**src/logic/alt_prot_pkg.sv**
```systemverilog
// Package for the alternator protection logic: parameter indices,
// breakpoints, fixed-point scaling, timing constants and carrier types.
// Assumes a 100 MHz system clock and frequency measured in 0.01 Hz units.
package alt_prot_pkg;

    // ----------------------------------------------------------------
    // Parameter and status location indices (terminal addresses)
    // ----------------------------------------------------------------
    localparam logic [5:0] IDX_AUX_SUPPLY_RATIO = 6'd14;
    localparam logic [5:0] IDX_UNDERSPEED_THR = 6'd21;
    localparam logic [5:0] IDX_THERMAL_LIMIT = 6'd22;
    localparam logic [5:0] IDX_VF_WORK_SLOPE = 6'd23;
    localparam logic [5:0] IDX_VF_STARTUP_SLOPE = 6'd24;
    localparam logic [5:0] IDX_SHORT_CIRCUIT_TIME = 6'd25;
    localparam logic [5:0] IDX_OVERSPEED_THR = 6'd26;
    localparam logic [5:0] IDX_OX_PROP_GAIN = 6'd28;
    localparam logic [5:0] IDX_OX_INT_GAIN = 6'd29;
    localparam logic [5:0] IDX_US_THR_READBACK = 6'd34;
    localparam logic [5:0] IDX_ALARM_FLAGS = 6'd38;
    localparam logic [5:0] IDX_THERMAL_ESTIMATE = 6'd45;

    // ----------------------------------------------------------------
    // Reset values of the parameters
    // ----------------------------------------------------------------
    localparam logic [15:0] RST_VF_WORK_SLOPE = 16'h2328;
    localparam logic [15:0] RST_VF_STARTUP_SLOPE = 16'h1770;
    localparam logic [15:0] RST_UNDERSPEED_THR = 16'h4000;
    localparam logic [15:0] RST_THERMAL_LIMIT = 16'h7FFF;
    localparam logic [15:0] RST_OVERSPEED_THR = 16'h0000;
    localparam logic [15:0] RST_AUX_SUPPLY_RATIO = 16'h0000;
    localparam logic [15:0] RST_SHORT_CIRCUIT_TIME = 16'h0000;
    localparam logic [15:0] RST_OX_PROP_GAIN = 16'h0400;
    localparam logic [15:0] RST_OX_INT_GAIN = 16'h0040;

    // ----------------------------------------------------------------
    // Alarm flag word bit positions (bit n means alarm n+1)
    // ----------------------------------------------------------------
    localparam int BIT_SHORT = 3;
    localparam int BIT_OVER_EXC = 4;
    localparam int BIT_UNDERSPEED = 5;
    localparam int BIT_OVERSPEED = 6;
    localparam int BIT_OK = 11;
    localparam int BIT_MODE60 = 15;

    // ----------------------------------------------------------------
    // Threshold breakpoints in 0.01 Hz, and interpolation mid-point
    // ----------------------------------------------------------------
    localparam logic [15:0] US_MID_50 = 16'h1194;
    localparam logic [15:0] US_MID_60 = 16'h1518;
    localparam logic [15:0] OS_MID_50 = 16'h157C;
    localparam logic [15:0] OS_MID_60 = 16'h19C8;
    localparam logic [15:0] SPAN_50 = 16'h01F4;
    localparam logic [15:0] SPAN_60 = 16'h0258;
    localparam logic [15:0] SETTING_MID = 16'h4000;
    localparam logic [15:0] FULL_SCALE = 16'h7FFF;

    // ----------------------------------------------------------------
    // Loop scaling and timing
    // ----------------------------------------------------------------
    localparam int EST_SHIFT = 10;
    localparam int GAIN_SHIFT = 12;
    localparam int SLOPE_SHIFT = 8;
    localparam logic [15:0] VF_FLOOR = 16'h2000;
    localparam int CLK_MHZ = 100;
    localparam int TICK_TIME_US = 1000;
    localparam int TICK_CYCLES = TICK_TIME_US * CLK_MHZ;
    localparam int TENTH_TIME_MS = 100;
    localparam logic [6:0] TICKS_PER_TENTH =
        7'((TENTH_TIME_MS * 1000) / TICK_TIME_US);

    // Protection phase, Gray coded along start, run, block.
    typedef enum logic [1:0] {
        PH_START = 2'b00,
        PH_RUN = 2'b01,
        PH_BLOCK = 2'b11
    } phase_t;

    // Configuration flags that steer threshold sources.
    typedef struct packed {
        logic jumperEn;
        logic flag60;
        logic usKnobEn;
        logic ampKnobEn;
    } cfg_t;

    // Parameter access request from the serial terminal.
    typedef struct packed {
        logic wrEn;
        logic [5:0] wrIdx;
        logic [15:0] wrData;
        logic [5:0] rdIdx;
    } par_req_t;

endpackage : alt_prot_pkg

```
**src/logic/alt_protection.sv**
```systemverilog
// Alternator protection logic: rotor temperature estimate with an
// over-excitation limiting loop, underspeed V/f reduction, overspeed
// threshold and short-circuit blocking timer.
// Assumes frequency, excitation current and knob values arrive already
// digitised and synchronous to clk; the terminal accesses parameters
// by location index.
`timescale 1ns/1ps

module alt_protection #(
    parameter int TICK_CYCLES = alt_prot_pkg::TICK_CYCLES
) (
    // Clock and reset.
    input wire logic clk,
    input wire logic reset_n,
    // Configuration and operator controls.
    input wire alt_prot_pkg::cfg_t cfg,
    input wire logic jumper60,
    input wire logic [15:0] usKnob,
    input wire logic [15:0] currentLimitKnob,
    // Machine measurements.
    input wire logic [15:0] freqCenti,
    input wire logic [15:0] exCurrent,
    input wire logic shortCircuit,
    // Terminal parameter access.
    input wire alt_prot_pkg::par_req_t parReq,
    output logic [15:0] rdData,
    // Regulator outputs.
    output logic [15:0] vScale,
    output logic [15:0] alarmFlags,
    output logic ledOn,
    output logic blocked
);
    import alt_prot_pkg::*;

    // ----------------------------------------------------------------
    // Declarations
    // ----------------------------------------------------------------
    // Writable parameters held by the device.
    logic [15:0] auxRatio_ff;
    logic [15:0] usThrPar_ff;
    logic [15:0] thermLimPar_ff;
    logic [15:0] workSlope_ff;
    logic [15:0] startSlope_ff;
    logic [15:0] scTime_ff;
    logic [15:0] osThrPar_ff;
    logic [15:0] oxKp_ff;
    logic [15:0] oxKi_ff;

    // Loop state.
    logic [15:0] estimate_ff;      // Temperature estimate.
    logic signed [17:0] oxInt_ff;  // Limiting loop integrator.
    phase_t phase_ff;              // Start-up, running or blocked.
    phase_t nxt_phase;
    logic [31:0] tickCnt_ff;       // Prescaler for the slow tick.
    logic tick_ff;                 // One-cycle slow tick.
    logic [6:0] tenthCnt_ff;       // Ticks within one tenth second.
    logic [7:0] scTenths_ff;       // Tenths spent in short circuit.
    logic [10:0] ledCnt_ff;        // Indicator pattern counter.

    // Output registers.
    logic blocked_ff;              // Block state.
    logic [15:0] rdData_ff;
    logic [15:0] vScale_ff;
    logic [15:0] alarmFlags_ff;
    logic ledOn_ff;

    // ----------------------------------------------------------------
    // Threshold interpolation
    // ----------------------------------------------------------------
    // Signed offset from the mid setting, scaled by the span and
    // shifted; one form serves both thresholds.
    function automatic logic [15:0] interp(
        input logic [15:0] mid,
        input logic [15:0] span,
        input logic signed [16:0] delta,
        input logic wide
    );
        logic signed [33:0] prod;
        prod = 34'(delta * $signed({1'b0, span}));
        prod = wide ? (prod >>> 15) : (prod >>> 14);
        interp = 16'(mid + prod[15:0]);
    endfunction : interp

    // ----------------------------------------------------------------
    // Threshold selection
    // ----------------------------------------------------------------
    // The jumper counts only while its reading is enabled.
    wire mode60 = (cfg.jumperEn & jumper60) | cfg.flag60;

    // Knob or parameter supplies the underspeed setting.
    wire [15:0] usSetting = cfg.usKnobEn ? usKnob : usThrPar_ff;
    // Knob or parameter supplies the thermal limit.
    wire [15:0] thermLimit =
        cfg.ampKnobEn ? currentLimitKnob : thermLimPar_ff;
    // Both thresholds share the span of the active mode.
    wire [15:0] span = mode60 ? SPAN_60 : SPAN_50;

    // Offset of the 15-bit setting from its mid point, 16384.
    wire signed [16:0] usDelta =
        $signed({2'b00, usSetting[14:0]}) - $signed({1'b0, SETTING_MID});
    // Piecewise linear about 45 or 54 Hz, 14-bit span each side.
    wire [15:0] usThr = interp(mode60 ? US_MID_60 : US_MID_50, span,
        usDelta, 1'b0);

    // Overspeed setting is taken as signed about 55 or 66 Hz.
    wire [15:0] osThr = interp(mode60 ? OS_MID_60 : OS_MID_50, span,
        $signed({osThrPar_ff[15], osThrPar_ff}), 1'b1);

    // ----------------------------------------------------------------
    // Underspeed V/f reduction
    // ----------------------------------------------------------------
    // Strict: a frequency on the threshold is healthy.
    wire underspeed = freqCenti < usThr;
    wire [15:0] freqGap = underspeed ? 16'(usThr - freqCenti) : 16'h0000;
    // Start-up slope holds until the frequency first reaches the threshold.
    wire [15:0] slope =
        (phase_ff == PH_START) ? startSlope_ff : workSlope_ff;

    // Product in 32 bits, then clamped.
    wire [31:0] vfRedFull = (slope * freqGap) >> SLOPE_SHIFT;
    wire [15:0] vfRed =
        (vfRedFull > 32'(FULL_SCALE)) ? FULL_SCALE : vfRedFull[15:0];
    // A zero slope yields zero reduction and full voltage.
    wire [15:0] vfRaw = 16'(FULL_SCALE - vfRed);

    // Floor so the regulator's own supply stays usable; an auxiliary
    // winding lower than the output raises it.
    wire [31:0] floorFull =
        32'(VF_FLOOR) + ((32'(VF_FLOOR) * auxRatio_ff) >> 15);
    wire [15:0] vfFloor =
        (floorFull > 32'(FULL_SCALE)) ? FULL_SCALE : floorFull[15:0];
    // Reduction is bounded by the frequency-independent floor, which
    // avoids collapsing excitation supply at very low speed.
    wire [15:0] vfScale = !underspeed ? FULL_SCALE
        : ((vfRaw < vfFloor) ? vfFloor : vfRaw);

    // ----------------------------------------------------------------
    // Thermal estimate and over-excitation loop
    // ----------------------------------------------------------------
    // Gap between the present current and the estimate.
    wire signed [16:0] estStep =
        $signed({2'b00, exCurrent[14:0]}) - $signed({1'b0, estimate_ff});
    // First-order step: a fraction of the gap each tick.
    wire [15:0] nxt_estimate =
        16'(estimate_ff + 16'(estStep >>> EST_SHIFT));

    // Positive means above the limit.
    wire signed [16:0] oxErr =
        $signed({1'b0, estimate_ff}) - $signed({1'b0, thermLimit});
    wire overExc = !oxErr[16] && (oxErr != 17'sd0);
    // One shift for both gains keeps their ratio.
    wire signed [34:0] kiTerm =
        35'(oxErr * $signed({1'b0, oxKi_ff})) >>> GAIN_SHIFT;
    wire signed [34:0] kpTerm =
        35'(oxErr * $signed({1'b0, oxKp_ff})) >>> GAIN_SHIFT;

    // Integrator winds down below the limit, so voltage recovers.
    wire signed [34:0] intSum = 35'(oxInt_ff) + kiTerm;
    wire signed [17:0] nxt_oxInt = intSum[34] ? 18'sd0
        : (intSum > 35'sd32767) ? 18'sd32767 : intSum[17:0];
    // Proportional action only while the alarm stands.
    wire signed [34:0] cutSum = 35'(oxInt_ff) + (overExc ? kpTerm : '0);
    wire [15:0] oxCut = cutSum[34] ? 16'h0000
        : (cutSum > 35'sd32767) ? FULL_SCALE : cutSum[15:0];

    // The limiting loop cuts from whatever V/f would allow; zero
    // goes out on the edge that blocks, level with the block flag.
    wire [15:0] nxt_vScale = (nxt_phase == PH_BLOCK) ? 16'h0000
        : ((oxCut >= vfScale) ? 16'h0000 : 16'(vfScale - oxCut));

    // ----------------------------------------------------------------
    // Alarm word and indicator
    // ----------------------------------------------------------------
    // Overspeed is strict as well.
    wire overspeed = freqCenti > osThr;
    // Blocking also clears the OK bit.
    wire anyAlarm = shortCircuit | overExc | underspeed | overspeed |
        (phase_ff == PH_BLOCK);
    wire [15:0] nxt_alarmFlags = (16'(shortCircuit) << BIT_SHORT)
        | (16'(overExc) << BIT_OVER_EXC)
        | (16'(underspeed) << BIT_UNDERSPEED)
        | (16'(overspeed) << BIT_OVERSPEED)
        | (16'(!anyAlarm) << BIT_OK)
        | (16'(mode60) << BIT_MODE60);

    // Slow 50 % blink unless underspeed or over-excitation, which blink faster.
    wire nxt_ledOn = underspeed ? ledCnt_ff[7]
        : overExc ? ledCnt_ff[9] : ledCnt_ff[10];

    // ----------------------------------------------------------------
    // Read selection
    // ----------------------------------------------------------------

    // Unknown locations read as zero.
    logic [15:0] nxt_rdData;
    always_comb begin
        case (parReq.rdIdx)
            IDX_AUX_SUPPLY_RATIO: nxt_rdData = auxRatio_ff;
            IDX_UNDERSPEED_THR: nxt_rdData = usThrPar_ff;
            IDX_THERMAL_LIMIT: nxt_rdData = thermLimPar_ff;
            IDX_VF_WORK_SLOPE: nxt_rdData = workSlope_ff;
            IDX_VF_STARTUP_SLOPE: nxt_rdData = startSlope_ff;
            IDX_SHORT_CIRCUIT_TIME: nxt_rdData = scTime_ff;
            IDX_OVERSPEED_THR: nxt_rdData = osThrPar_ff;
            IDX_OX_PROP_GAIN: nxt_rdData = oxKp_ff;
            IDX_OX_INT_GAIN: nxt_rdData = oxKi_ff;
            IDX_US_THR_READBACK: nxt_rdData = usSetting;
            IDX_ALARM_FLAGS: nxt_rdData = alarmFlags_ff;
            IDX_THERMAL_ESTIMATE: nxt_rdData = estimate_ff;
            default: nxt_rdData = 16'h0000;
        endcase
    end

    // ----------------------------------------------------------------
    // Phase sequencing
    // ----------------------------------------------------------------
    // Blocking is final until reset; start-up ends when the frequency
    // first reaches the underspeed threshold.
    wire scExpired = (scTime_ff[7:0] != 8'h00) && shortCircuit &&
        (scTenths_ff >= scTime_ff[7:0]);

    // Expiry blocks from either live phase.
    always_comb begin
        case (phase_ff)
            PH_START: nxt_phase = scExpired ? PH_BLOCK
                : (!underspeed ? PH_RUN : PH_START);
            PH_RUN: nxt_phase = scExpired ? PH_BLOCK : PH_RUN;
            PH_BLOCK: nxt_phase = PH_BLOCK;
            default: nxt_phase = PH_START;
        endcase
    end

    // ----------------------------------------------------------------
    // Parameter storage
    // ----------------------------------------------------------------
    // Writes to read-only or unknown locations are ignored.
    // Only writable locations decode.
    wire wrOk = parReq.wrEn;
    always_ff @(posedge clk or negedge reset_n) begin
        if (!reset_n) begin
            auxRatio_ff <= RST_AUX_SUPPLY_RATIO;
            usThrPar_ff <= RST_UNDERSPEED_THR;
            thermLimPar_ff <= RST_THERMAL_LIMIT;
            workSlope_ff <= RST_VF_WORK_SLOPE;
            startSlope_ff <= RST_VF_STARTUP_SLOPE;
            scTime_ff <= RST_SHORT_CIRCUIT_TIME;
            osThrPar_ff <= RST_OVERSPEED_THR;
            oxKp_ff <= RST_OX_PROP_GAIN;
            oxKi_ff <= RST_OX_INT_GAIN;
        end else if (wrOk) begin
            case (parReq.wrIdx)
                IDX_AUX_SUPPLY_RATIO: auxRatio_ff <= parReq.wrData;
                IDX_UNDERSPEED_THR: usThrPar_ff <= parReq.wrData;
                IDX_THERMAL_LIMIT: thermLimPar_ff <= parReq.wrData;
                IDX_VF_WORK_SLOPE: workSlope_ff <= parReq.wrData;
                IDX_VF_STARTUP_SLOPE: startSlope_ff <= parReq.wrData;
                IDX_SHORT_CIRCUIT_TIME: scTime_ff <= parReq.wrData;
                IDX_OVERSPEED_THR: osThrPar_ff <= parReq.wrData;
                IDX_OX_PROP_GAIN: oxKp_ff <= parReq.wrData;
                IDX_OX_INT_GAIN: oxKi_ff <= parReq.wrData;
                default: ;
            endcase
        end
    end

    // ----------------------------------------------------------------
    // Slow tick prescaler
    // ----------------------------------------------------------------
    // Every slow process steps on this tick.

    wire tickWrap = tickCnt_ff == 32'(TICK_CYCLES - 1);

    always_ff @(posedge clk or negedge reset_n) begin
        if (!reset_n) begin
            tickCnt_ff <= 32'h0000_0000;
            tick_ff <= 1'b0;
        end else begin
            tickCnt_ff <= tickWrap ? 32'h0000_0000 : tickCnt_ff + 32'h1;
            tick_ff <= tickWrap;
        end
    end

    // ----------------------------------------------------------------
    // Estimator and limiting loop, advanced once per tick
    // ----------------------------------------------------------------
    // The blink counter shares this tick.
    always_ff @(posedge clk or negedge reset_n) begin
        if (!reset_n) begin
            estimate_ff <= 16'h0000;
            oxInt_ff <= 18'sd0;
            ledCnt_ff <= 11'h000;
        end else if (tick_ff) begin
            estimate_ff <= nxt_estimate;
            oxInt_ff <= nxt_oxInt;
            ledCnt_ff <= 11'(ledCnt_ff + 11'h001);
        end
    end

    // ----------------------------------------------------------------
    // Short-circuit timer in tenths of a second
    // ----------------------------------------------------------------
    // The count restarts whenever the short is removed; a setting of
    // zero never expires.
    wire tenthWrap = tenthCnt_ff == 7'(TICKS_PER_TENTH - 7'd1);

    always_ff @(posedge clk or negedge reset_n) begin
        if (!reset_n) begin
            tenthCnt_ff <= 7'h00;
            scTenths_ff <= 8'h00;
        end else if (!shortCircuit) begin
            tenthCnt_ff <= 7'h00;
            scTenths_ff <= 8'h00;
        end else if (tick_ff) begin
            tenthCnt_ff <= tenthWrap ? 7'h00 : 7'(tenthCnt_ff + 7'h01);
            // Saturate at 255 tenths rather than wrap.
            if (tenthWrap && scTenths_ff != 8'hFF) begin
                scTenths_ff <= 8'(scTenths_ff + 8'h01);
            end
        end
    end

    // ----------------------------------------------------------------
    // Phase and output registers
    // ----------------------------------------------------------------
    // Every output is registered here, so none can glitch.
    always_ff @(posedge clk or negedge reset_n) begin
        if (!reset_n) begin
            phase_ff <= PH_START;
            blocked_ff <= 1'b0;
            vScale_ff <= 16'h0000;
            alarmFlags_ff <= 16'h0000;
            ledOn_ff <= 1'b0;
            rdData_ff <= 16'h0000;
        end else begin
            phase_ff <= nxt_phase;
            blocked_ff <= (nxt_phase == PH_BLOCK);
            vScale_ff <= nxt_vScale;
            alarmFlags_ff <= nxt_alarmFlags;
            ledOn_ff <= nxt_ledOn;
            rdData_ff <= nxt_rdData;
        end
    end

    // Outputs straight from flip-flops.
    assign rdData = rdData_ff;
    assign vScale = vScale_ff;
    assign alarmFlags = alarmFlags_ff;
    assign ledOn = ledOn_ff;
    assign blocked = blocked_ff;

endmodule : alt_protection
```
**config.mk**
```make
export PLATFORM = sky130hd
export DESIGN_NAME = alt_protection
export DESIGN_NICKNAME = d
export VERILOG_FILES = /design/src/logic/alt_prot_pkg.sv /design/src/logic/alt_protection.sv
export SDC_FILE = /design/constraint.sdc
export NUM_CORES = 2
export LEC_CHECK = 0
export BUFFER_PORTS_ARGS = -buffer_cell sky130_fd_sc_hd__buf_2
export CORE_MARGIN = 2
export CORE_UTILIZATION = 45
export CTS_CLUSTER_DIAMETER = 80
export CTS_CLUSTER_SIZE = 24
export DETAILED_ROUTE_END_ITERATION = 8
export GPL_TIMING_DRIVEN = 0
export PLACE_DENSITY = 0.69
export REMOVE_ABC_BUFFERS = 1
export SYNTH_ARGS = -nofsm -noshare
export SYNTH_HDL_FRONTEND = slang
export SYNTH_SLANG_ARGS = --single-unit
```
**constraint.sdc**
```tcl
create_clock -name clk -period 54.6 [get_ports clk]
set_input_delay 2.73 -clock clk [delete_from_list [all_inputs] [get_ports clk]]
set_output_delay 2.73 -clock clk [all_outputs]
set_load 0.005 [all_outputs]
```
After elaboration in Yosys (flattened, before gate mapping)
Index checks and enable logic that the tools add are counted.
- register bits: 289
- output and inout bits: 50
- logic and storage cells: 143
- add/sub/neg operators: 16
- multipliers: 5
- order comparisons: 9
- equal/unequal tests: 29
- multiplexer cells: 32
- bitwise operators: 11
- reduce and logical (&&, ||, !) cells: 19
- operator list (operator ; count):
    $pmux W16 S12 ; 1
    $mux W16 ; 11
    $eq A6 B5 Y1 const B ; 16
    $mul A17 B17 Y34 ; 2
    $mul A16 B11 Y27 ; 2
    $mux W18 ; 2
    $add A35 B35 Y35 ; 1
    $gt A35 B16 Y1 const B ; 1
    $mux W35 ; 1
    $add A32 B1 Y32 const B ; 1
    $eq A32 B17 Y1 const B ; 1
    $mul A16 B16 Y32 ; 1
    $mux W32 ; 1
    $sub A16 B16 Y16 ; 2
    $gt A24 B15 Y1 const B ; 1
    $mux W8 ; 3
    $add A18 B22 Y23 ; 1
    $gt A23 B16 Y1 const B ; 1
    $mux W7 ; 3
    $reduce_and A2 Y1 ; 10
    $eq A6 B6 Y1 const B ; 3
    $reduce_bool A17 Y1 ; 1
    $sub A15 B16 Y17 ; 1
    $sub A16 B16 Y17 ; 1
    other kinds (39) ; 53

Logic depth before layout (Yosys ltp)
- depth after elaboration: 17
- depth in mapped cells: 87
- depth with buffers taken out: 80

Least setup slack after synthesis
Ideal clock, no wire load.
- kind: input -> register
- start point: in cfg[1] (netlist bit)
- end point: reg vScale_ff[4] (netlist: vScale[4])
- arrival: 21.824 ns
- required time: 54.514 ns
- setup slack: 32.689 ns
- stages on the path: 85
- cells stage by stage: clkbuf_1 -> buf_1 -> mux2i_1 -> clkbuf_1 -> nor2_1 -> fa_1 -> fa_1 -> inv_1 -> fa_1 -> inv_1 -> fa_1 -> ha_1 -> ha_1 -> a211oi_1 -> o21ai_0 -> o211a_1 -> or3_1 -> a41o_1 -> (+49 left out) -> nand2b_1 -> a211oi_1 -> o311a_1 -> buf_2 -> buf_6 -> mux2i_1 -> fa_1 -> nor2b_1 -> o21ai_0 -> a21boi_0 -> o21ai_0 -> a21boi_0 -> o21ai_0 -> a21oi_1 -> o21bai_1 -> a211o_1 -> clkbuf_1 -> nor3_1
- word-level cells in the longest chain between the ends: 16
- RTL lines (element ; RTL line ; source):
    start, declared ; alt_protection.sv:16 ; input wire alt_prot_pkg::cfg_t cfg,
    $mux W16 * ; alt_protection.sv:91 ; wire [15:0] usSetting = cfg.usKnobEn ? usKnob : usThrPar_ff;
    $sub A15 B15 Y16 * ; alt_protection.sv:100 ; $signed({2'b00, usSetting[14:0]}) - $signed({1'b0, SETTING_MID});
    $mul A16 B11 Y27 * ; alt_protection.sv:79 ; prod = 34'(delta * $signed({1'b0, span}));
    $add A14 B13 Y15 * ; alt_protection.sv:81 ; interp = 16'(mid + prod[15:0]);
    $sub A16 B16 Y16 or $lt A16 B16 Y1 (tied branches) ; alt_protection.sv:114, alt_protection.sv:113 ;
    $mux W16 ; alt_protection.sv:114 ; wire [15:0] freqGap = underspeed ? 16'(usThr - freqCenti) : 16'h0000;
    $mul A16 B16 Y32 ; alt_protection.sv:120 ; wire [31:0] vfRedFull = (slope * freqGap) >> SLOPE_SHIFT;
    $gt A24 B15 Y1 ; alt_protection.sv:122 ; (vfRedFull > 32'(FULL_SCALE)) ? FULL_SCALE : vfRedFull[15:0];
    $mux W16 ; alt_protection.sv:122 ;
    $sub A15 B16 Y16 ; alt_protection.sv:124 ; wire [15:0] vfRaw = 16'(FULL_SCALE - vfRed);
    $lt A16 B15 Y1 ; alt_protection.sv:135 ; : ((vfRaw < vfFloor) ? vfFloor : vfRaw);
    $mux W16 ; alt_protection.sv:135 ;
    $mux W16 ; alt_protection.sv:134 ; wire [15:0] vfScale = !underspeed ? FULL_SCALE
    $sub A16 B16 Y16 or $ge A16 B16 Y1 (tied branches) ; alt_protection.sv:169 ; : ((oxCut >= vfScale) ? 16'h0000 : 16'(vfScale - oxCut));
    $mux W16 ; alt_protection.sv:169 ;
    $mux W16 * ; alt_protection.sv:168 ; wire [15:0] nxt_vScale = (nxt_phase == PH_BLOCK) ? 16'h0000
    net nxt_vScale[4] ; alt_protection.sv:168 ;
    end signal, assigned ; alt_protection.sv:337 ; vScale_ff <= nxt_vScale;
    end, declared ; alt_protection.sv:63 ; logic [15:0] vScale_ff;
The timed path passes the listed nets; every way through them passes the cells marked *.
A chain may end at the register's enable or synchronous reset.

Worst setup path after layout
- start point: in cfg[1] (netlist bit)
- end point: reg vScale_ff[6] (netlist: vScale[6])
Same word-level chain as after synthesis.

==> qor.csv <==
metric;value;unit
status;finished, final reports clean;
Worst setup endpoint;vScale[6];
Max Slew Vio Count;0;
maxcap violations;0;
drt pass-1 iters;8;
starting density of the core;45.42;%
Mapped Cells;5943;
fmax;38.68;MHz
Iter 0 DRT Violations;3251;
Port Buffer Count;139;
CP max-delay cell;mux2i_1;
async set or reset register ratio after synthesis;100.0;%
final period utilization;47.35;%
reg2reg end;vScale[6];
htree depth;1;
WP buf/inv;9;
most common cell after layout, fill and taps aside;inv_1;
sequential element share of the synthesized area;12.84;%
critical path depth in cells;72;
Routed Wire Length;147.5;mm
first element of the critical path;cfg[1];
count of cell types in the netlist;94;
Core ar.;0.1200;sq mm
Vias;41470;
Post-Syn Area;0.05449;sq mm
Layout Nets;7525;
CP arrival;26.27;ns
setup tns final;0;ns
die width;352.0;microns
GRT Resource Usage Total;24.22;%
final setup margin;28.75;ns
most frequent cells in the layout;inv_1, fa_1, nand2_1;
post-detail-place hpwl;122.3;mm
CTS clk-pin slew, worst paths;0.09;ns
hold buffers post-CTS;0;
CTS tree;done;
worst hold stages;1;
CTS resizes;0;
total grt overflow;0;
area occupied by multi-input gates;0.04274;sq mm
GPL Wtd Cong;0.9546;
Synth Flop Type;dfrtp_1;
final setup violation count;0;
most used cell, CP;fa_1;
CP Data Required Time;55.02;ns
FF/Latch Area;0.006995;sq mm
Place WS;28.47;ns
syn_area_per_cell;9.169;sq um
vias per inst;5.460;
# clock sinks;278;
DR WL/cell;19.41;microns
die area;0.1239;sq mm
row cnt;127;
Crit path largest cell delay;1.12;ns
IO Pins;151;
Post-DRT Antenna Nets;0;
CTS Buf Count;21;
min Tclk post-route;25.85;ns
initial antenna violation count;12;
vias in the first global route;42780;
headroom to the max-slew limit;2.822;%
Worst-Margin Slew;1.452;ns
ratio of cells with drive above 1 in the final layout;7.915;%
FF-to-FF setup slack;31.17;ns
Synth Warn #;0;
CP top delay family;adder cells;
CP Capture Type;flop;
post-synthesis register bit count;278;
CTS Buffer Depth;3;
synth-to-layout area growth;6.728;%
remaining routing DRC violations;0;
critical path launch point type;primary input;
CP Max Fanout;63;
filler cell count;11260;
# Post-CTS Setup Buffers;0;
first-pass GRT wire length;237.8;mm
Synth area leaders;fa_1, ha_1, dfrtp_1;
die height;352.0;microns
Clock Skew;0.04315;ns
Hold Path Class;reg2reg;
Final Hold Fails;0;
R2R Path Start;usThrPar_ff[5];
WS Path Type;in2reg;
worst r2r path cells;71;
count of flip-flops with a built-in enable after synthesis;0;
clk_lat worst skew;0.58;ns
Yosys top cell by area;fa_1;
top cell type's share of synthesized area;33.29;%
clock root buffer;clkbuf_16;
largest net degree at the start of global routing;116;
RSZ-0062 raised after global routing;false;
sequential cells by signal, summed over array words and instances, names as in the netlist:
| name | count |
|---|---|
| phase_ff | 1 |
| osThrPar_ff | 16 |
| tick_ff | 1 |
| oxKp_ff | 16 |
| auxRatio_ff | 16 |
| thermLimPar_ff | 16 |
| scTime_ff | 16 |
| tickCnt_ff | 32 |
| ledCnt_ff | 11 |
| estimate_ff | 16 |
| usThrPar_ff | 16 |
| scTenths_ff | 8 |
| alarmFlags | 6 |
| blocked | 1 |
| oxKi_ff | 16 |
| rdData | 16 |
| oxInt_ff | 18 |
| ledOn | 1 |
| startSlope_ff | 16 |
| vScale | 16 |
| tenthCnt_ff | 7 |
| workSlope_ff | 16 |
through the flow:
stage                     cells  hold slack, ns  utilization, %  instance area, sq um
after floorplan            5757          0.4348               -                 53740
after global routing       7594          0.5011           48.47                 58150
after global placement     7508          0.4501           47.05                 56450
after CTS                  7587          0.4836           48.45                 58130
final                      7596          0.4823           48.48                 58160
after detailed placement   7549          0.4657           47.83                 57380
cell usage after synthesis (70+ instances only):
| library cell | n |
|---|---|
| a21o_1 | 82 |
| a21oi_1 | 154 |
| and2_1 | 254 |
| clkbuf_1 | 202 |
| dfrtp_1 | 248 |
| fa_1 | 906 |
| ha_1 | 557 |
| inv_1 | 1129 |
| mux2_2 | 146 |
| mux2i_1 | 72 |
| nand2_1 | 641 |
| nand3_1 | 70 |
| nor2_1 | 363 |
| nor2b_1 | 70 |
| nor3_1 | 71 |
| o21ai_0 | 160 |
| xnor2_1 | 167 |
| xor2_1 | 81 |
metal layers:
metal / track usage, % / routed length (microns) / vias up
li1: - / - / 18780
met1: 34.90 / 65220 / 20980
met2: 37.81 / 66290 / 1463
met3: 3.368 / 11010 / 247
met4: 7.322 / 4901 / 4
met5: 0 / 18 / -
logic make-up after synthesis:
group,count (synthesis),share of synthesized area [%]
AO/OA/AOI/OAI,704,8.771
XOR/XNOR,248,3.986
multiplexers,229,4.567
flip-flops,278,12.84
AND/OR/NAND/NOR,1658,14.27
other,2,0.01378
buffers and inverters,1361,9.481
adder cells (fa/ha/maj),1463,46.07
area by class of cell:
class                   instances  area share, %
diodes                          8        0.03442
clock buffers                  26         0.9359
multi-input cells            4349          73.49
well taps                    1612          3.468
clock inverters                12         0.3421
flip-flops and latches        278          12.03
repair buffers                181          2.407
inverters                    1130          7.295
worst register-to-register path, delay by kind of cell (launching register included):
family | cells | cell delay [ns]
flip-flops | 1 | 0.44
multiplexers | 2 | 1.42
adder cells (fa/ha/maj) | 18 | 7.80
AND/OR/NAND/NOR | 12 | 4.75
AO/OA/AOI/OAI | 29 | 7.10
buffers and inverters | 8 | 1.29
XOR/XNOR | 2 | 0.45
how the worst min path moves through the flow:
stage	from	endpoint
5_1_grt	ledCnt_ff[5]	ledCnt_ff[5]
2_1_floorplan	ledCnt_ff[5]	ledCnt_ff[5]
6_report	ledCnt_ff[10]	ledCnt_ff[10]
3_5_place_dp	tickCnt_ff[31]	tickCnt_ff[31]
4_1_cts	tickCnt_ff[31]	tickCnt_ff[31]
3_3_place_gp	ledCnt_ff[5]	ledCnt_ff[5]
Power is not shown: default switching activity piles up to over one toggle a cycle in this logic, so the estimate is an artifact.
